<file path="config.mk">
export PLATFORM = sky130hd
export DESIGN_NAME = auto_clock_config
export DESIGN_NICKNAME = d
export VERILOG_FILES = /design/src/common/auto_clock_pkg.sv /design/src/common/rate_tick_if.sv /design/src/pin_sync.sv /design/src/rate_divider.sv /design/src/auto_clock_config.sv
export VERILOG_INCLUDE_DIRS = /design/src /design/src/common
export SDC_FILE = /design/constraint.sdc
export NUM_CORES = 1
export LEC_CHECK = 0
export ABC_AREA = 1
export BUFFER_PORTS_ARGS = -buffer_cell sky130_fd_sc_hd__buf_4
export CAP_MARGIN = 0
export CORE_AREA = 3 3 196 198
export DETAILED_ROUTE_END_ITERATION = 8
export DIE_AREA = 0 0 199 201
export RECOVER_POWER = 25
export SYNTH_ARGS = -nofsm -noshare
export SYNTH_HDL_FRONTEND = slang
export SYNTH_HIERARCHICAL = 1
export SYNTH_SLANG_ARGS = --single-unit
export TNS_END_PERCENT = 5
</file>
<file path="constraint.sdc">
create_clock -name SYS_CLK_I -period 9.91 [get_ports SYS_CLK_I]
set_input_delay 0.4955 -clock SYS_CLK_I [delete_from_list [all_inputs] [get_ports SYS_CLK_I]]
set_output_delay 0.4955 -clock SYS_CLK_I [all_outputs]
set_load 0.02 [all_outputs]
</file>
<file path="src/common/auto_clock_defs.svh">
// register offsets, field positions, reset values and limits of the clock block
`ifndef AUTO_CLOCK_DEFS_SVH
`define AUTO_CLOCK_DEFS_SVH

// register offsets on the control interface
`define ADDR_DIV_STATUS   7'h04
`define ADDR_DAC_CTRL_TWO 7'h06
`define ADDR_OVERRIDE     7'h08
`define ADDR_EXTRA_ONE    7'h17
`define ADDR_RATE_CTRL    7'h1B
`define ADDR_RATIO_CTRL   7'h38

// field positions
`define DAC_OSR_BIT   0
`define ADC_OSR_BIT   5
`define INT_MODE_BIT  4
`define RATE_MSB      2
`define RATE_LSB      0
`define RATIO_MSB     4
`define RATIO_LSB     1
`define PDIV_MSB      10
`define PDIV_LSB      9
`define ADIV_MSB      8
`define ADIV_LSB      6
`define DDIV_MSB      5
`define DDIV_LSB      3
`define OVR_BIT       11
`define SRC_MSB       10
`define SRC_LSB       9
`define OSC_BIT       12
`define CO5_SEL_BIT   13
`define SYN2_BIT      14
`define SYN3_BIT      15
`define CO2_DIV_BIT   1
`define CO5_DIV_BIT   2
`define CO3_SEL_BIT   3

// reset values
`define RATE_RST      3'h0
`define INT_MODE_RST  1'h1
`define RATIO_RST     4'h3
`define PDIV_RST      2'h0
`define ADIV_RST      3'h0
`define DDIV_RST      3'h4
`define SRC_RST       2'h0

// reserved codes
`define RATE_RSVD     3'h7
`define RATIO_RSVD    4'h8

// master source codes
`define SRC_FLL       2'h1

// locked values while the pin owns the clocking registers
`define LOCK_SYN2     1'h0
`define LOCK_SYN3     1'h0
`define LOCK_CO2_DIV  1'h0
`define LOCK_CO5_DIV  1'h0
`define LOCK_CO3_SEL  1'h0

// converter divider codes
`define CDIV_1        3'h0
`define CDIV_2        3'h2
`define CDIV_3        3'h3
`define CDIV_4        3'h4
`define CDIV_6        3'h6

// processing divider codes
`define PDIV_1        2'h0
`define PDIV_2        2'h1
`define PDIV_4        2'h2

// processing clock ceiling and oversampling ratios
`define PROC_MAX_HZ   32'd24576000
`define OSR_LOW       32'd64
`define OSR_HIGH      32'd128

`endif

</file>
<file path="src/common/auto_clock_pkg.sv">
// types and lookup functions of the automatic clock configuration
`include "auto_clock_defs.svh"

package auto_clock_pkg;

	typedef logic [2:0] cdiv_code_t;
	typedef logic [1:0] pdiv_code_t;

	// sample rate in Hz; unpaired codes keep their one rate in either family
	function automatic logic [31:0] fs_hz(input logic [2:0] code,
		input logic int_mode);
		logic [31:0] r;
		r = 32'd48000;
		unique case (code)
			3'h0: r = int_mode ? 32'd48000 : 32'd44100;
			3'h1: r = 32'd32000;
			3'h2: r = int_mode ? 32'd24000 : 32'd22050;
			3'h3: r = 32'd16000;
			3'h4: r = int_mode ? 32'd12000 : 32'd11025;
			3'h5: r = 32'd8000;
			3'h6: r = int_mode ? 32'd96000 : 32'd88200;
			default: r = 32'd48000;
		endcase
		return r;
	endfunction

	// master clock per sample for each ratio code
	function automatic logic [31:0] ratio_val(input logic [3:0] code);
		logic [31:0] r;
		r = 32'd256;
		unique case (code)
			4'h0: r = 32'd64;
			4'h1: r = 32'd128;
			4'h2: r = 32'd192;
			4'h3: r = 32'd256;
			4'h4: r = 32'd384;
			4'h5: r = 32'd512;
			4'h6: r = 32'd768;
			4'h7: r = 32'd1024;
			4'h9: r = 32'd1536;
			4'hA: r = 32'd3072;
			4'hB: r = 32'd6144;
			default: r = 32'd256;
		endcase
		return r;
	endfunction

	// divide count carried by a converter divider code
	function automatic logic [2:0] cdiv_count(input cdiv_code_t code);
		logic [2:0] n;
		n = 3'h1;
		unique case (code)
			`CDIV_2: n = 3'h2;
			`CDIV_3: n = 3'h3;
			`CDIV_4: n = 3'h4;
			`CDIV_6: n = 3'h6;
			default: n = 3'h1;
		endcase
		return n;
	endfunction

endpackage

</file>
<file path="src/common/rate_tick_if.sv">
// carrier between the control logic and one rate divider
`timescale 1ns/10ps
`default_nettype none

interface rate_tick_if;
	logic [2:0] divide_by;  // 1..6, one cycle of output per this many inputs
	logic       source_en;  // input rate enable
	logic       tick;       // output rate enable pulse

	modport divider (input divide_by, input source_en, output tick);
	modport control (output divide_by, output source_en, input tick);
endinterface

`default_nettype wire

</file>
<file path="src/pin_sync.sv">
// two-stage synchroniser for the multipurpose pin
`timescale 1ns/10ps
`default_nettype none

module pin_sync
(
	// clock and reset
	input  wire logic clk_i,
	input  wire logic rst_n_i,
	// pin in, synchronised level out
	input  wire logic async_i,
	output logic      sync_o
);

	logic meta_q;

	// first stage feeds only the second
	always_ff @(posedge clk_i or negedge rst_n_i)
	begin
		if (!rst_n_i)
		begin
			meta_q <= 1'b0;
			sync_o <= 1'b0;
		end
		else
		begin
			meta_q <= async_i;
			sync_o <= meta_q;
		end
	end

endmodule

`default_nettype wire

</file>
<file path="src/rate_divider.sv">
// enable-pulse divider: one tick per divide_by source enables
`timescale 1ns/10ps
`default_nettype none

module rate_divider
(
	// clock and reset
	input  wire logic clk_i,
	input  wire logic rst_n_i,
	// divider carrier
	rate_tick_if.divider port
);

	logic [2:0] count_q;
	logic       last;

	assign last = (count_q >= port.divide_by - 3'h1);
	// >= keeps a shrinking divisor from running past its end
	assign port.tick = port.source_en & last;

	// count source enables, wrap on the last one
	always_ff @(posedge clk_i or negedge rst_n_i)
	begin
		if (!rst_n_i)
			count_q <= 3'h0;
		else if (port.source_en)
			count_q <= last ? 3'h0 : count_q + 3'h1;
	end

endmodule

`default_nettype wire

</file>
<file path="src/auto_clock_config.sv">
// automatic clock configuration: setting registers, derived dividers, ticks
//
// How it works
// - sample rates from 8kHz to 96kHz serve both converters.
// - three-bit rate code picks the fs pair; code 111 is reserved.
// - family bit picks fractional (0) or integer (1) rate of a pair.
// - one common sample rate drives both ADC and DAC.
// - four-bit ratio code gives master clock per sample; 1000 reserved.
// - per-converter oversampling bit: 0 low power 64fs, 1 high 128fs.
// - oversampling bits steer the converter divider choice.
// - override low: pin owns source, oscillator, output five select.
// - processing divider is the smallest of 1, 2, 4 keeping processing clock at most 24.576MHz; by four when none does.
// - processing divider codes: 00 undivided, 01 by two, 10 by four.
// - ADC and DAC each get their own divider from the processing clock.
// - ADC divider codes 000,010,011,100,110; reset 000.
// - DAC divider uses the same codes; reset 100, divide by four.
// - derived divider fields read back only; writes have no effect.
// - dividers follow from rate, ratio and oversampling settings only.
// - override low and pin high force FREQUENCY_LOCKED_LOOP source, write-protected.
`timescale 1ns/10ps
`default_nettype none

`include "auto_clock_defs.svh"

module auto_clock_config
(
	// clock and reset
	input  wire logic        SYS_CLK_I,
	input  wire logic        RST_N_I,
	// control interface register port
	input  wire logic        REG_WR_I,
	input  wire logic [6:0]  REG_ADDR_I,
	input  wire logic [15:0] REG_WDATA_I,
	output logic      [15:0] REG_RDATA_O,
	// multipurpose pin five, asynchronous
	input  wire logic        PIN_FIVE_I,
	// effective clocking controls
	output logic      [1:0]  MASTER_SOURCE_SELECT_O,
	output logic             OSCILLATOR_ENABLE_O,
	output logic             CLOCK_OUTPUT_FIVE_SELECT_O,
	output logic             SECOND_SYNTH_ENABLE_O,
	output logic             THIRD_SYNTH_ENABLE_O,
	output logic             CLOCK_OUTPUT_TWO_DIVIDER_O,
	output logic             CLOCK_OUTPUT_FIVE_DIVIDER_O,
	output logic             CLOCK_OUTPUT_THREE_SELECT_O,
	// derived rate enables
	output logic             PROCESSING_TICK_O,
	output logic             ADC_TICK_O,
	output logic             DAC_TICK_O
);

	// setting registers
	logic [2:0] rate_q;
	logic       int_mode_q;
	logic [3:0] ratio_q;
	logic       adc_osr_q;
	logic       dac_osr_q;
	logic       ovr_q;
	logic [1:0] src_q;
	logic       osc_q;
	logic       co5_sel_q;
	logic       syn2_q;
	logic       syn3_q;
	logic       co2_div_q;
	logic       co5_div_q;
	logic       co3_sel_q;

	// derived dividers and recompute request
	auto_clock_pkg::pdiv_code_t pdiv_q;
	auto_clock_pkg::pdiv_code_t pdiv_d;
	auto_clock_pkg::cdiv_code_t adiv_q;
	auto_clock_pkg::cdiv_code_t adiv_d;
	auto_clock_pkg::cdiv_code_t ddiv_q;
	auto_clock_pkg::cdiv_code_t ddiv_d;
	logic                       recompute_q;

	logic        pin5;
	logic        pin_owns;
	logic        src_locked;
	logic [31:0] mclk_hz;
	logic [31:0] sys_ratio;

	// write strobes per register
	logic wr_dac2;
	logic wr_ovr;
	logic wr_ext1;
	logic wr_rate;
	logic wr_ratio;

	assign wr_dac2  = REG_WR_I && (REG_ADDR_I == `ADDR_DAC_CTRL_TWO);
	assign wr_ovr   = REG_WR_I && (REG_ADDR_I == `ADDR_OVERRIDE);
	assign wr_ext1  = REG_WR_I && (REG_ADDR_I == `ADDR_EXTRA_ONE);
	assign wr_rate  = REG_WR_I && (REG_ADDR_I == `ADDR_RATE_CTRL);
	assign wr_ratio = REG_WR_I && (REG_ADDR_I == `ADDR_RATIO_CTRL);

	// pin passes two flops before anything looks at it
	pin_sync u_pin_sync
	(
		.clk_i   (SYS_CLK_I),
		.rst_n_i (RST_N_I),
		.async_i (PIN_FIVE_I),
		.sync_o  (pin5)
	);

	assign pin_owns   = !ovr_q;
	assign src_locked = pin_owns && pin5;

	// sample rate and oversampling settings
	always_ff @(posedge SYS_CLK_I or negedge RST_N_I)
	begin
		if (!RST_N_I)
		begin
			rate_q     <= `RATE_RST;
			int_mode_q <= `INT_MODE_RST;
			ratio_q    <= `RATIO_RST;
			adc_osr_q  <= 1'b0;
			dac_osr_q  <= 1'b0;
		end
		else
		begin
			if (wr_rate)
			begin
				rate_q     <= REG_WDATA_I[`RATE_MSB:`RATE_LSB];
				int_mode_q <= REG_WDATA_I[`INT_MODE_BIT];
			end
			if (wr_ratio)
				ratio_q <= REG_WDATA_I[`RATIO_MSB:`RATIO_LSB];
			if (wr_ext1)
				adc_osr_q <= REG_WDATA_I[`ADC_OSR_BIT];
			if (wr_dac2)
				dac_osr_q <= REG_WDATA_I[`DAC_OSR_BIT];
		end
	end

	// override register; the source field is frozen while the pin forces it
	always_ff @(posedge SYS_CLK_I or negedge RST_N_I)
	begin
		if (!RST_N_I)
		begin
			ovr_q     <= 1'b0;
			src_q     <= `SRC_RST;
			osc_q     <= 1'b0;
			co5_sel_q <= 1'b0;
			syn2_q    <= 1'b0;
			syn3_q    <= 1'b0;
			co2_div_q <= 1'b0;
			co5_div_q <= 1'b0;
			co3_sel_q <= 1'b0;
		end
		else if (wr_ovr)
		begin
			ovr_q <= REG_WDATA_I[`OVR_BIT];
			if (!src_locked)
				src_q <= REG_WDATA_I[`SRC_MSB:`SRC_LSB];
			osc_q     <= REG_WDATA_I[`OSC_BIT];
			co5_sel_q <= REG_WDATA_I[`CO5_SEL_BIT];
			syn2_q    <= REG_WDATA_I[`SYN2_BIT];
			syn3_q    <= REG_WDATA_I[`SYN3_BIT];
			co2_div_q <= REG_WDATA_I[`CO2_DIV_BIT];
			co5_div_q <= REG_WDATA_I[`CO5_DIV_BIT];
			co3_sel_q <= REG_WDATA_I[`CO3_SEL_BIT];
		end
	end

	// effective controls: pin or locked values while the override is low
	always_ff @(posedge SYS_CLK_I or negedge RST_N_I)
	begin
		if (!RST_N_I)
		begin
			MASTER_SOURCE_SELECT_O      <= `SRC_RST;
			OSCILLATOR_ENABLE_O         <= 1'b0;
			CLOCK_OUTPUT_FIVE_SELECT_O  <= 1'b0;
			SECOND_SYNTH_ENABLE_O       <= `LOCK_SYN2;
			THIRD_SYNTH_ENABLE_O        <= `LOCK_SYN3;
			CLOCK_OUTPUT_TWO_DIVIDER_O  <= `LOCK_CO2_DIV;
			CLOCK_OUTPUT_FIVE_DIVIDER_O <= `LOCK_CO5_DIV;
			CLOCK_OUTPUT_THREE_SELECT_O <= `LOCK_CO3_SEL;
		end
		else if (pin_owns)
		begin
			MASTER_SOURCE_SELECT_O      <= pin5 ? `SRC_FLL : src_q;
			OSCILLATOR_ENABLE_O         <= pin5;
			CLOCK_OUTPUT_FIVE_SELECT_O  <= pin5;
			SECOND_SYNTH_ENABLE_O       <= `LOCK_SYN2;
			THIRD_SYNTH_ENABLE_O        <= `LOCK_SYN3;
			CLOCK_OUTPUT_TWO_DIVIDER_O  <= `LOCK_CO2_DIV;
			CLOCK_OUTPUT_FIVE_DIVIDER_O <= `LOCK_CO5_DIV;
			CLOCK_OUTPUT_THREE_SELECT_O <= `LOCK_CO3_SEL;
		end
		else
		begin
			MASTER_SOURCE_SELECT_O      <= src_q;
			OSCILLATOR_ENABLE_O         <= osc_q;
			CLOCK_OUTPUT_FIVE_SELECT_O  <= co5_sel_q;
			SECOND_SYNTH_ENABLE_O       <= syn2_q;
			THIRD_SYNTH_ENABLE_O        <= syn3_q;
			CLOCK_OUTPUT_TWO_DIVIDER_O  <= co2_div_q;
			CLOCK_OUTPUT_FIVE_DIVIDER_O <= co5_div_q;
			CLOCK_OUTPUT_THREE_SELECT_O <= co3_sel_q;
		end
	end

	// one cycle after any settings write, fold the new values in
	always_ff @(posedge SYS_CLK_I or negedge RST_N_I)
	begin
		if (!RST_N_I)
			recompute_q <= 1'b0;
		else
			recompute_q <= wr_rate | wr_ratio | wr_ext1 | wr_dac2;
	end

	// master frequency from one common fs and the ratio
	assign mclk_hz = auto_clock_pkg::fs_hz(rate_q, int_mode_q)
		* auto_clock_pkg::ratio_val(ratio_q);

	// smallest divide that keeps the processing clock at or under the ceiling; divide by four when none does
	always_comb
	begin
		if (mclk_hz <= `PROC_MAX_HZ)
			pdiv_d = `PDIV_1;
		else if (mclk_hz <= (`PROC_MAX_HZ << 1))
			pdiv_d = `PDIV_2;
		else
			pdiv_d = `PDIV_4;
	end

	// system clock per sample after the processing divide
	always_comb
	begin
		unique case (pdiv_d)
			`PDIV_2: sys_ratio = auto_clock_pkg::ratio_val(ratio_q) >> 1;
			`PDIV_4: sys_ratio = auto_clock_pkg::ratio_val(ratio_q) >> 2;
			default: sys_ratio = auto_clock_pkg::ratio_val(ratio_q);
		endcase
	end

	// largest divide that still leaves the converter its oversampling rate
	function automatic auto_clock_pkg::cdiv_code_t pick_cdiv(
		input logic [31:0] ratio,
		input logic        high_perf);
		logic [31:0] osr;
		auto_clock_pkg::cdiv_code_t c;
		osr = high_perf ? `OSR_HIGH : `OSR_LOW;
		if (ratio >= osr * 32'd6)
			c = `CDIV_6;
		else if (ratio >= osr * 32'd4)
			c = `CDIV_4;
		else if (ratio >= osr * 32'd3)
			c = `CDIV_3;
		else if (ratio >= osr * 32'd2)
			c = `CDIV_2;
		else
			c = `CDIV_1;
		return c;
	endfunction

	assign adiv_d = pick_cdiv(sys_ratio, adc_osr_q);
	assign ddiv_d = pick_cdiv(sys_ratio, dac_osr_q);

	// derived dividers: only the automatic logic loads them; reserved
	// settings keep the last good dividers so the clocks never glitch
	always_ff @(posedge SYS_CLK_I or negedge RST_N_I)
	begin
		if (!RST_N_I)
		begin
			pdiv_q <= `PDIV_RST;
			adiv_q <= `ADIV_RST;
			ddiv_q <= `DDIV_RST;
		end
		else if (recompute_q && (rate_q != `RATE_RSVD)
			&& (ratio_q != `RATIO_RSVD))
		begin
			pdiv_q <= pdiv_d;
			adiv_q <= adiv_d;
			ddiv_q <= ddiv_d;
		end
	end

	// rate dividers: processing from the master, converters from it
	rate_tick_if proc_if ();
	rate_tick_if adc_if ();
	rate_tick_if dac_if ();

	assign proc_if.source_en = 1'b1;
	assign proc_if.divide_by = (pdiv_q == `PDIV_4) ? 3'h4
		: (pdiv_q == `PDIV_2) ? 3'h2 : 3'h1;
	assign adc_if.source_en  = proc_if.tick;
	assign adc_if.divide_by  = auto_clock_pkg::cdiv_count(adiv_q);
	assign dac_if.source_en  = proc_if.tick;
	assign dac_if.divide_by  = auto_clock_pkg::cdiv_count(ddiv_q);

	rate_divider u_proc_div
	(
		.clk_i   (SYS_CLK_I),
		.rst_n_i (RST_N_I),
		.port    (proc_if)
	);

	rate_divider u_adc_div
	(
		.clk_i   (SYS_CLK_I),
		.rst_n_i (RST_N_I),
		.port    (adc_if)
	);

	rate_divider u_dac_div
	(
		.clk_i   (SYS_CLK_I),
		.rst_n_i (RST_N_I),
		.port    (dac_if)
	);

	assign PROCESSING_TICK_O = proc_if.tick;
	assign ADC_TICK_O        = adc_if.tick;
	assign DAC_TICK_O        = dac_if.tick;

	// registered read-back; unmapped addresses and spare bits read zero
	always_ff @(posedge SYS_CLK_I or negedge RST_N_I)
	begin
		if (!RST_N_I)
			REG_RDATA_O <= 16'h0000;
		else
		begin
			REG_RDATA_O <= 16'h0000;
			unique case (REG_ADDR_I)
				`ADDR_DIV_STATUS:
				begin
					REG_RDATA_O[`PDIV_MSB:`PDIV_LSB] <= pdiv_q;
					REG_RDATA_O[`ADIV_MSB:`ADIV_LSB] <= adiv_q;
					REG_RDATA_O[`DDIV_MSB:`DDIV_LSB] <= ddiv_q;
				end
				`ADDR_DAC_CTRL_TWO:
					REG_RDATA_O[`DAC_OSR_BIT] <= dac_osr_q;
				`ADDR_OVERRIDE:
				begin
					REG_RDATA_O[`OVR_BIT]         <= ovr_q;
					REG_RDATA_O[`SRC_MSB:`SRC_LSB] <= MASTER_SOURCE_SELECT_O;
					REG_RDATA_O[`OSC_BIT]         <= OSCILLATOR_ENABLE_O;
					REG_RDATA_O[`CO5_SEL_BIT]     <= CLOCK_OUTPUT_FIVE_SELECT_O;
					REG_RDATA_O[`SYN2_BIT]        <= SECOND_SYNTH_ENABLE_O;
					REG_RDATA_O[`SYN3_BIT]        <= THIRD_SYNTH_ENABLE_O;
					REG_RDATA_O[`CO2_DIV_BIT]     <= CLOCK_OUTPUT_TWO_DIVIDER_O;
					REG_RDATA_O[`CO5_DIV_BIT]     <= CLOCK_OUTPUT_FIVE_DIVIDER_O;
					REG_RDATA_O[`CO3_SEL_BIT]     <= CLOCK_OUTPUT_THREE_SELECT_O;
				end
				`ADDR_EXTRA_ONE:
					REG_RDATA_O[`ADC_OSR_BIT] <= adc_osr_q;
				`ADDR_RATE_CTRL:
				begin
					REG_RDATA_O[`INT_MODE_BIT]       <= int_mode_q;
					REG_RDATA_O[`RATE_MSB:`RATE_LSB] <= rate_q;
				end
				`ADDR_RATIO_CTRL:
					REG_RDATA_O[`RATIO_MSB:`RATIO_LSB] <= ratio_q;
				default:
					REG_RDATA_O <= 16'h0000;
			endcase
		end
	end

endmodule

`default_nettype wire

</file>
---- After elaboration in Yosys (flattened, before gate mapping) ----
Memory sizes are Yosys's and may differ from the RTL's.
Cells that the tools add are included.
storage, ports and cells
  ROM bits ................................ 448
  register bits after elaboration ......... 65
  output and inout port bits .............. 28
  memories kept ........................... 4
cells by class
  multiplexer cells ....................... 42
  bitwise gates (word level) .............. 6
  multipliers ............................. 5
  reduce and logical (&&, ||, !) cells .... 11
  eq/ne operators ......................... 26
  $lt $le $gt $ge ......................... 13
  add/subtract/negate cells ............... 6
memory list
  memory           depth  width  rd ports  clocked after memory_dff  wr ports  line                  RTL
  (no name shown)  16     7      1         0                         0         auto_clock_pkg.sv:31  unique case (code)
  (no name shown)  16     7      1         0                         0         auto_clock_pkg.sv:31
  (no name shown)  16     7      1         0                         0         auto_clock_pkg.sv:31
  (no name shown)  16     7      1         0                         0         auto_clock_pkg.sv:31
operators with widths
  cell                                                                      number
  32-bit by 10-bit greater-or-equal comparator with 1-bit output            4
  17-bit case mux with 7 select lines                                       1
  32-bit by 11-bit greater-or-equal comparator with 1-bit output            2
  32-bit by 9-bit greater-or-equal comparator with 1-bit output             2
  32-bit case mux with 2 select lines                                       1
  8-bit by 2-bit multiplier with 10-bit output (second input constant)      4
  32-bit by 25-bit <= comparator with 1-bit output (second input constant)  1
  32-bit by 26-bit <= comparator with 1-bit output (second input constant)  1
  32-bit by 32-bit multiplier with 32-bit output                            1
  3-bit 2-to-1 mux                                                          9
  3-bit case mux with 4 select lines                                        2
  3-bit == test (second input constant)                                     7
  3-bit by 2-bit == test with 1-bit output (second input constant)          6
  2-bit 2-to-1 mux                                                          9
  8-bit 2-to-1 mux                                                          2
  7-bit by 3-bit == test with 1-bit output (second input constant)          2
  7-bit by 5-bit == test with 1-bit output (second input constant)          2
  14-bit 2-to-1 mux                                                         1
  13-bit 2-to-1 mux                                                         1
  12-bit 2-to-1 mux                                                         1
  11-bit 2-to-1 mux                                                         1
  3-bit by 1-bit adder with 3-bit output (second input constant)            3
  3-bit greater-or-equal comparator                                         3
  3-bit by 1-bit subtractor with 3-bit output (second input constant)       3
  20 further kinds                                                          40

---- Depth between registers and ports, before layout ----
Gate-level depths: netlist of run 1.
  word-level depth ........................ 13
  gate-level depth with buffers ........... 51
  mapped depth without buffers ............ 51

---- Hierarchy ----
Netlist of run 1, hierarchy kept.
by module, submodules not included
  module             area an instance (µm²)  instances  seq. area each (µm²)  cells each
  auto_clock_config  8346.8                  1          1356.3                1165
  rate_divider       251.5                   3          75.1                  34
  pin_sync           50.0                    1          50.0                  2

---- Worst setup path before layout of run 1 ----
Ideal clock, no wire load.
  path type ............................... register to register
  start ................................... register ratio_q[0]
  end ..................................... register ddiv_q[0]
  stages on the path, launching flop included .. 43
  setup slack ............................. 2.731 ns
  data arrival time ....................... 7.058 ns
  clock period less this slack ............ 7.179 ns
  path through ............................ dfstp_2 -> inv_1 -> ha_1 -> inv_1 -> o22ai_1 -> clkinv_1 -> nor2_1 -> fa_1 -> fa_1 -> ha_1 -> ha_1 -> inv_1 -> fa_1 -> fa_1 -> inv_1 -> ha_1 -> nand2_1 -> inv_1 -> [7 not listed] -> nand2_1 -> nand2_1 -> nand2_2 -> nand2_4 -> inv_4 -> nor2_4 -> nand2_1 -> nand2_1 -> inv_1 -> ha_1 -> nor2_1 -> nand2_1 -> a21oi_1 -> nand3_1 -> nor2_1 -> nor2_1 -> nand3_1 -> o21ai_1
on the way
  cells in the longest elaborated chain, start to end .. 11
  elaborated cells between the ends (all ways) .. 20
  those cells by class .................... mul: 1; order compare: 5; eq/ne: 3; mux: 6; reduce/logical: 1; memory: 4
RTL lines
  element                                                                    line                      RTL
  start: declaration                                                         auto_clock_config.sv:55   logic [3:0] ratio_q;
  start signal: assignment                                                   auto_clock_config.sv:115  ratio_q <= `RATIO_RST;
  start signal: assignment                                                   auto_clock_config.sv:127  ratio_q <= REG_WDATA_I[`RATIO_MSB:`RATIO_LSB];
  memory 16 x 7 bit                                                          n/a
  32-bit by 32-bit multiplier with 32-bit output                             auto_clock_config.sv:214  * auto_clock_pkg::ratio_val(ratio_q);
  32-bit by 26-bit <= comparator with 1-bit output                           auto_clock_config.sv:221  else if (mclk_hz <= (`PROC_MAX_HZ << 1))
  2-bit 2-to-1 mux                                                           auto_clock_config.sv:221
  2-bit 2-to-1 mux                                                           auto_clock_config.sv:219  if (mclk_hz <= `PROC_MAX_HZ)
  2-bit == test or 2-bit by 1-bit == test with 1-bit output (tied branches)  auto_clock_config.sv:230  unique case (pdiv_d)
  32-bit case mux with 2 select lines                                        auto_clock_config.sv:230
  32-bit by 10-bit greater-or-equal comparator with 1-bit output             auto_clock_config.sv:248  else if (ratio >= osr * 32'd3)
  2-bit 2-to-1 mux                                                           auto_clock_config.sv:248
  3-bit 2-to-1 mux                                                           auto_clock_config.sv:246  else if (ratio >= osr * 32'd4)
  3-bit 2-to-1 mux                                                           auto_clock_config.sv:244  if (ratio >= osr * 32'd6)
  end signal: assignment                                                     auto_clock_config.sv:268  ddiv_q <= `DDIV_RST;
  end signal: assignment                                                     auto_clock_config.sv:275  ddiv_q <= ddiv_d;
  end: declaration                                                           auto_clock_config.sv:73   auto_clock_pkg::cdiv_code_t ddiv_q;
Parallel ways exist; a longest one is shown, timed or not.
A chain may end at the register's enable or synchronous reset.

---- Final worst setup path of run 1 ----
Ends and elaborated chain as after synthesis.

==> results of run 1 <==
-- worst paths after layout --
check | endpoint | cells past startpoint | startpoint
min | u_pin_sync/meta_q | 1 | PIN_FIVE_I
min in group asynchronous | REG_RDATA_O[6] | 1 | RST_N_I
min reg2reg | u_pin_sync/sync_o | 0 | u_pin_sync/meta_q
max | ddiv_q[0] | 39 | ratio_q[0]
max in group asynchronous | syn3_q | 1 | RST_N_I
max reg2reg | ddiv_q[0] | 39 | ratio_q[0]
-- cell families after synthesis --
group,after synthesis,synth area share [%]
simple gates,566,26.62
buf+inv,326,13.40
fa+ha+maj,215,35.55
compound gates,87,5.619
flops,65,17.83
xor+xnor,6,0.5743
mux,3,0.3691
other cells,1,0.04098
-- per-stage QoR --
stage | total power, uW | std cells | hold WS, ns
floorplan | 1466 | 1274 | 0.1999
global placement | 1782 | 1789 | 0.3358
detailed placement | 1813 | 1789 | 0.3387
CTS | 2188 | 1805 | 0.2730
global route | 2437 | 1805 | 0.2964
finish | 2171 | 1805 | 0.3081
-- routing by layer --
layer / vias to the layer above / track usage, % / wire, um / share of wire [%]
li1: 3968 / - / - / -
met1: 3611 / 14.70 / 9765 / 46
met2: 170 / 18.55 / 9975 / 47
met3: 35 / 1.376 / 929 / 4.4
met4: 0 / 2.560 / 416 / 2.0
met5: - / 0 / 0 / 0
-- registers in the layout, summed over array words and instances (netlist names), 2 cells and up --
register and count:
MASTER_SOURCE_SELECT_O 2, ddiv_q 3, REG_RDATA_O 16, u_proc_div/count_q 3, src_q 2, u_adc_div/count_q 3
pdiv_q 2, u_dac_div/count_q 3, adiv_q 3, rate_q 3, ratio_q 4
-- final cells by class --
cell class	instances	area, um2	area share, %
clock buffers	10	229.0	2.186
clock inverters	6	107.6	1.027
inverters	317	1192	11.38
multi-input cells	883	6312	60.26
flip-flops and latches	65	1632	15.58
well taps	468	585.6	5.590
repair buffers	56	416.7	3.978
-- power by group through the flow --
stage,clock [uW],sequential [uW],combinational [uW]
6_report,357,342,1470
5_1_grt,375,348,1710
4_1_cts,364,342,1480
3_5_place_dp,0,346,1470
3_3_place_gp,0,344,1440
2_1_floorplan,0,342,1120
-- placed cells by master (no fill, tap or decap), types with 9 or more instances in the layout --
cell type / instances
dfrtp_1: 61
inv_1: 308
a21oi_1: 29
ha_1: 140
o21ai_0: 22
fa_1: 75
buf_4: 54
nand3_1: 38
nand2_1: 319
nand2_2: 13
o21ai_1: 11
nand4_1: 13
clkbuf_16: 9
nor2_1: 135
==> run metrics, run 1 <==
sequential share of the synthesized area=17.83%; Post-CTS Repair Setup Buffers=0; setup TNS=0 ns; cell taking the most area after synthesis=ha_1; Max Clock Freq=between 100 and 150 MHz; drt first pass iters=5; post-detail-place hpwl=18140 um; Tmin final=8.340 ns; Post-Syn Area=9151 um2; Max FO, Critical Path=11; maxcap violations=1; Resize count post-CTS=0; FILL cells=roughly 4000; vias per cell=4.312; Root Driver=clkbuf_16; Reg power frac=15.7%; number of antenna diodes=0; die width=199 um; Max IR drop VDD=approximately 0.091 mV; IO Pins=55; endpoints failing hold=0; area post-placement=10140 um2; top post-synthesis cells by area=ha_1, dfrtp_1, fa_1; maximum root-to-sink buffer count=2; most frequent cell after synthesis=nand2_1; Syn Inst Count=1269; Final ANT Viol Nets=0; post-route cell area=10480 um2; Yosys reg bits=65; first-pass GRT wire length=36680 um; setup ws final=1.570 ns; Final Max Tran Viols=66; CTS tree=yes; clk_lat worst skew=0.32 ns; largest net degree at the start of global routing=66; Yosys top cell area share=a little under a fifth; Gate power share=67.8%; Final Net Count=~1600; total wire length=21090 um; CTS Sinks=65; P&R area growth vs syn=14.46%; WS Path Type=flop to flop; most frequent cell on the critical path=nand2_1; Hold Path Class=input pin to flop; WP data required=10.12 ns; CTS clk-pin slew, worst paths=0.06 ns; dpl ws=between 1.5 and 2 ns; share of cells above drive strength 1=9.574%; r2r setup slk=1.57 ns; Post-synth top flop=dfrtp_1; Leakage=0.006088 uW; initial antenna violation count=0; pwr/cell area=207.3 nW/um2; Starting Density=24.94%; htree depth=3; Clock power frac=16.4%; CTS Buf Count=9; worst rel slew slack=-128.9%; die area=40000 um2; Final setup viols=0; vias in the first global route=7858; PortBufs=51; Post-synth EDFFs=0; CP delay by family, top=adder cells; status=complete, but fails checks; synth cell count leaders=nand2_1, inv_1, ha_1; Slew @ Worst Pin=3.433 ns; Power Internal=approximately 1100 uW; WL/cell=11.68 um; Placement Rows=70; unrepaired setup endpoints after global routing=false; crit path launch type=flop; CORE AREA=36700 um2; Final period util=84.16%; Sw Ratio=approximately half; failing checks=max-capacitance violations, max-slew violations; element type at the critical path end=flop; Avg Cell Area, Syn=7.211 um2; GRT overflow=0; slowest stage delay, CP=approximately 0.75 ns; hold buffers post-CTS=0; total number of vias=7784; fin util=between 20 and 30%; Crit-path slowest cell=o21ai_1; CP arrival=8.55 ns; CP Buf/Inv Count=6; gr usage total=approximately 11%; GPL Wtd Cong=0.8738; sw power=1085 uW; initial drt markers=395; clock skew=0.004663 ns; residual DRC count=0; die height=about 200 um; Synth Warn #=6; ys async rst share=100.0%; Yosys cell types=45
Note: power is estimated with default switching activity, not from simulation.
==> inputs of run 2 (changes only) <==
- ABC_AREA: 1 -> 0
- CORE_AREA: 3 3 196 198 -> 3 3 194 196
- DIE_AREA: 0 0 199 201 -> 0 0 197 199
- clock period: 9.91 -> 8.1 ns (I/O delays scaled with it)
==> run metrics, run 2 <==
CTS Sinks=between 60 and 70; Max FO, Critical Path=6; WL/cell=13.33 um; Final Max Tran Viols=66; htree depth=3; Synth Warn #=6; commonest non-fill, non-tap cells in the layout=buf_4, inv_1, ha_1, nand2_1, nor2_1; clock skew=just over 0.005 ns; P&R area growth vs syn=31.04%; Leakage=0.005947 uW; total number of vias=7666; slowest stage delay, CP=0.60 ns; Post-synth top flop=dfrtp_1; routed metal-1 wire length=10390 um; Max IR drop VDD=0.1087 mV; CP arrival=between 8 and 9 ns; hold slack final=0.2040 ns; Worst Reg-to-Reg Cells=32; share of cells above drive strength 1=27.95%; failing checks=max-capacitance violations, max-slew violations; element type at the critical path end=flop; area post-placement=approximately 11000 um2; met3 WL=663 um; cell taking the most area after synthesis=ha_1; Yosys cell types=90; Top reg by flops=REG_RDATA_O; Largest regs=REG_RDATA_O: 16 flops, ratio_q: 4 flops; GRT overflow=0; Final ANT Viol Nets=0; Placement Rows=70; WP data required=~8.3 ns; sequential share of the synthesized area=18.18%; Syn Inst Count=between 1000 and 1500; die height=between 150 and 200 um; ys async rst share=100.0%; worst rel slew slack=-129.3%; metal2 WL=~11000 um; drt first pass iters=5; Crit-path slowest cell=dfstp_2; maximum root-to-sink buffer count=2; GPL Wtd Cong=slightly below 0.9; crit path launch type=flop; HP Start=PIN_FIVE_I; status=complete, but fails checks; Post-synth EDFFs=0; initial antenna violation count=0; Root Driver=clkbuf_16; die area=a little under 40000 um2; first-pass GRT wire length=35620 um; endpoints failing hold=0; gr usage total=10.94%; Max Clock Freq=about 130 MHz; Tmin final=7.896 ns; most frequent cell after synthesis=inv_1; Hold Path Class=input pin to flop; commonest non-fill, non-tap cell in the layout=buf_4; r2r startpoint=ratio_q[1]; Post-Syn Area=between 8000 and 9000 um2; Final period util=97.48%; post-detail-place hpwl=17990 um; Starting Density=24.75%; post-route cell area=11760 um2; Final setup viols=0; FF-to-FF End=ddiv_q[1]; clk_lat worst skew=0.33 ns; max reg flops=16; CTS Buf Count=9; vias in the first global route=between 7000 and 8000; Hold Path Depth=1; CTS clk-pin slew, worst paths=approximately 0.06 ns; Yosys reg bits=65; total wire length=22160 um; CORE AREA=36260 um2; CTS tree=yes; residual DRC count=0; die width=about 200 um; Avg Cell Area, Syn=8.832 um2; largest net degree at the start of global routing=66; synth cell count leaders=inv_1, ha_1, nand2_1; vias per cell=4.610; IO Pins=55; Slew @ Worst Pin=between 3 and 4 ns; maxcap violations=1; initial drt markers=439; WS Path Type=flop to flop; pwr/cell area=179.3 nW/um2; top post-synthesis cells by area=ha_1, dfrtp_1, fa_1; number of antenna diodes=0; r2r setup slk=0.20 ns; Tot Pwr=between 2000 and 2500 uW; Top Metal Used=met4; PortBufs=51; Hold Crit Endpoint=u_pin_sync/meta_q; Final Net Count=1432; Yosys top cell area share=19.52%
-- run 2: cell types whose count changed in the layout (fill, tap and decap cells not counted), sizes merged, moves of 9 or more --
cell	delta
a21o	+16
and2	+21
o21a	+9
nor2	-62
nand2b	+19
nand2	-232
mux2	+18
inv	-157
nand3	-24
nor2b	+21
buf	+138
o21ai	+11
-- run 2: worst max path at each step --
stage	to	slack (ns)	from
final	ddiv_q[1]	0.20	ratio_q[1]
after global routing	ddiv_q[1]	-0.05	ratio_q[1]
after CTS	ddiv_q[1]	-0.004	ratio_q[1]
after detailed placement	ddiv_q[1]	-0.18	ratio_q[1]
after global placement	ddiv_q[1]	-0.12	ratio_q[1]
after floorplan	ddiv_q[1]	0.06	ratio_q[0]
-- run 2: cells by family (layout without fill, tap and decap cells) --
| group | count (synthesis) | after routing | synth area share, % |
|---|---|---|---|
| and+or+nand+nor | 322 | 322 | 17.26 |
| buffers and inverters | 194 | 367 | 9.035 |
| xor gates and xnor gates | 14 | 14 | 1.366 |
| DFF | 65 | 65 | 18.18 |
| adders and majority gates | 215 | 215 | 36.25 |
| muxes | 24 | 24 | 2.970 |
| other | 1 | 7 | 0.04179 |
| AOI/OAI and AO/OA | 181 | 181 | 14.89 |
-- run 2: routing by layer --
metal / GRT usage (%) / vias up
met5: 0 / -
met4: 1.716 / 0
met3: 1.253 / 9
met2: 18.39 / 117
met1: 15.44 / 3802
li1: - / 3738
-- run 2: power breakdown --
part | switching (uW) | leakage (uW) | internal (uW)
combinational | 667 | 0.00492 | 622
sequential | 27.4 | 0.000859 | 358
clock | 146 | 0.000166 | 288
total | 840 | 0.00595 | 1270
-- run 2: final cells by class --
class                           instances  area (um2)
Fill cell                            3740       24500
Inverter                              157       589.3
Multi-Input combinational cell        763        7096
Clock inverter                          5       86.33
Clock buffer                           11       252.7
Tap cell                              468       585.6
Timing Repair Buffer                  194        1516
Sequential cell                        65        1633
-- run 2: timing repair --
item,CTS,global route
setup buffers,1,16
pin swaps,3,53
endpoints found under the setup margin,6,6
gates cloned,0,0
resized for setup,4,94
hold buffers,0,0
-- run 2: stage by stage --
step | cells | utilization (%) | TNS, ns | setup slack (ns)
3_3_place_gp | 1630 | 29.65 | -0.3978 | -0.1231
6_report | 1663 | 32.43 | 0 | 0.2038
5_1_grt | 1663 | 32.43 | -0.1138 | -0.04859
3_5_place_dp | 1630 | 29.65 | -0.7683 | -0.1818
2_1_floorplan | 1022 | - | 0 | 0.05931
4_1_cts | 1647 | 30.63 | -0.003687 | -0.003687
-- run 2: critical path: cells and delay by family (launching register included) --
kind,cells,cell delay [ns]
buffers and inverters,5,0.42
AO/OA/AOI/OAI,9,1.68
flip-flops,1,0.60
adder cells (fa/ha/maj),9,3.15
AND/OR/NAND/NOR,8,1.68
multiplexers,1,0.22
==> inputs of run 3 (changes only) <==
- CORE_AREA: 3 3 194 196 -> 3 3 190 192
- DIE_AREA: 0 0 197 199 -> 0 0 193 195
- SYNTH_HIERARCHICAL: 1 -> default
==> run metrics, run 3 <==
IO Pins=between 50 and 60; hold buffers post-CTS=0; register area=1633 um2; Post-synth EDFFs=0; vias in the first global route=7525; status=complete, but fails checks; Leakage=0.006146 uW; unrepaired setup endpoints after global routing=true; Net Count, Synth=~1200; die width=just under 200 um; slowest stage delay, CP=0.58 ns; residual DRC count=0; endpoints failing hold=0; CTS Buf Count=9; largest net degree at the start of global routing=66; failing checks=max-capacitance violations, max-slew violations; initial antenna violation count=0; Yosys reg bits=65; Final Net Count=1459; synth cell count leaders=inv_1, ha_1, nand2_1; CTS tree=yes; pwr/cell area=about 280 nW/um2; Hold Path Class=input pin to flop; cell taking the most area after synthesis=ha_1; Placement Rows=68; Final ANT Viol Nets=0; CTS Sinks=65; CP arrival=8.19 ns; hold slack final=0.2036 ns; total number of vias=about 7600; most frequent cell on the critical path=inv_2; Post-Syn Area=8574 um2; Post-synth top flop=dfrtp_1; Synth Warn #=0; GRT overflow=0; GPL Wtd Cong=between 0.8 and 0.9; max reg flops=16; Largest regs=REG_RDATA_O: 16 flops, ratio_q: 4 flops; Yosys cell types=80; Tmin final=7.961 ns; Max FO, Critical Path=4; clock skew=0.007034 ns; crit path launch type=flop; Slew @ Worst Pin=3.423 ns; maximum root-to-sink buffer count=2; Yosys top cell area share=19.70%; vias per cell=4.528; setup TNS=0 ns; Starting Density=24.82%; htree depth=3; PortBufs=51; WP data required=8.33 ns; number of antenna diodes=0; WL/cell=13.33 um; setup ws final=0.1388 ns; most frequent cell after synthesis=inv_1; share of cells above drive strength 1=a little over a third; P&R area growth vs syn=42.39%; ys async rst share=100.0%; Final period util=a little over nine tenths; Root Driver=clkbuf_16; sequential share of the synthesized area=19.03%; Max IR drop VDD=0.1483 mV; FILL cells=3502; Top reg by flops=REG_RDATA_O; die area=37640 um2; commonest non-fill, non-tap cells in the layout=buf_4, inv_1, nand2_1, ha_1, nor2_1; CORE AREA=34540 um2; total wire length=22400 um; commonest non-fill, non-tap cell in the layout=buf_4; top post-synthesis cells by area=ha_1, dfrtp_1, fa_1; gr usage total=a little under an eighth; Max Clock Freq=125.6 MHz; WS Path Type=flop to flop; Avg Cell Area, Syn=8.749 um2; CTS clk-pin slew, worst paths=0.05 ns; worst rel slew slack=-128.2%; Final setup viols=0; post-detail-place hpwl=approximately 18000 um; initial drt markers=between 300 and 400; clk_lat worst skew=0.33 ns; die height=~200 um; drt first pass iters=5; Final Max Tran Viols=66; Tot Pwr=3422 uW; dpl ws=-0.3538 ns; Crit-path slowest cell=or4_4; maxcap violations=1; multi-input logic area=7093 um2; first-pass GRT wire length=between 30000 and 40000 um; element type at the critical path end=flop; Syn Inst Count=980
[run 3: cell types whose count changed after synthesis, moves of 5 or more]
cell      before  now
clkbuf_1      21   26
inv_1        157  146
a21oi_1       27   38
xnor2_1       11    5
ha_1         140  135
nand2_1      103  123
o21a_1        11    5
nor2b_1       21   11
nand3_1       18   13
o21ai_1       14    9
[run 3: cell families after synthesis]
group / after synthesis / synth area share, %
simple gates: 328 / 18.01
fa+ha+maj: 210 / 37.21
buf+inv: 177 / 7.923
compound gates: 167 / 13.82
flops: 65 / 19.03
mux: 22 / 2.889
xor+xnor: 11 / 1.124
[run 3: repair_timing]
action	4_1_cts	5_1_grt
resized for setup	43	128
endpoints found under the setup margin	6	6
pin swaps	19	85
buffers inserted	12	22
[run 3: final timing paths]
path / endpoint / depth (start not counted) / from / slack, ns
min in group asynchronous: u_proc_div.count_q[1] / 1 / RST_N_I / 1.23
worst max-delay path: ddiv_q[1] / 32 / ratio_q[3] / 0.14
max in group asynchronous: rate_q[1] / 1 / RST_N_I / 4.68
worst max register to register: ddiv_q[1] / 32 / ratio_q[3] / 0.14
worst min register to register: u_pin_sync.sync_o / 0 / u_pin_sync.meta_q / 0.34
worst min-delay path: u_pin_sync.meta_q / 1 / PIN_FIVE_I / 0.20
[run 3: metal layers]
layer  global-route usage, %  vias up  routed length (um)
li1                        -     3766                   -
met1                   15.98     3726               10440
met2                   19.26      102               11130
met3                   1.562       17                 608
met4                   1.822        0                 221
met5                       0        -                   0
[run 3: critical path, delay by kind of cell, from the launching register on]
family	cells	cell delay, ns
flops	1	0.45
compound gates	9	1.83
buf+inv	9	0.77
simple gates	5	1.70
xor+xnor	1	0.16
fa+ha+maj	8	2.93
[run 3: per-stage QoR]
step / util, % / cells / area, um2
floorplan: - / 980 / 8576
finish: 35.34 / 1681 / 12210
CTS: 32.86 / 1659 / 11350
detailed placement: 31.10 / 1632 / 10740
global route: 35.34 / 1681 / 12210
global placement: 31.10 / 1632 / 10740
[run 3: report_power, final]
part           leakage (uW)  total, uW  switching (uW)  internal [uW]
Combinational       0.00513       2570            1280           1290
Sequential         0.000863        417            46.3            370
Clock              0.000155        435             136            299
[run 3: cell type report]
type	instances	area share (%)
Clock buffer	10	1.875
Clock inverter	5	0.8608
Inverter	148	4.550
Multi-Input combinational cell	738	58.10
Sequential cell	65	13.37
Tap cell	455	4.663
Timing Repair Buffer	260	16.58
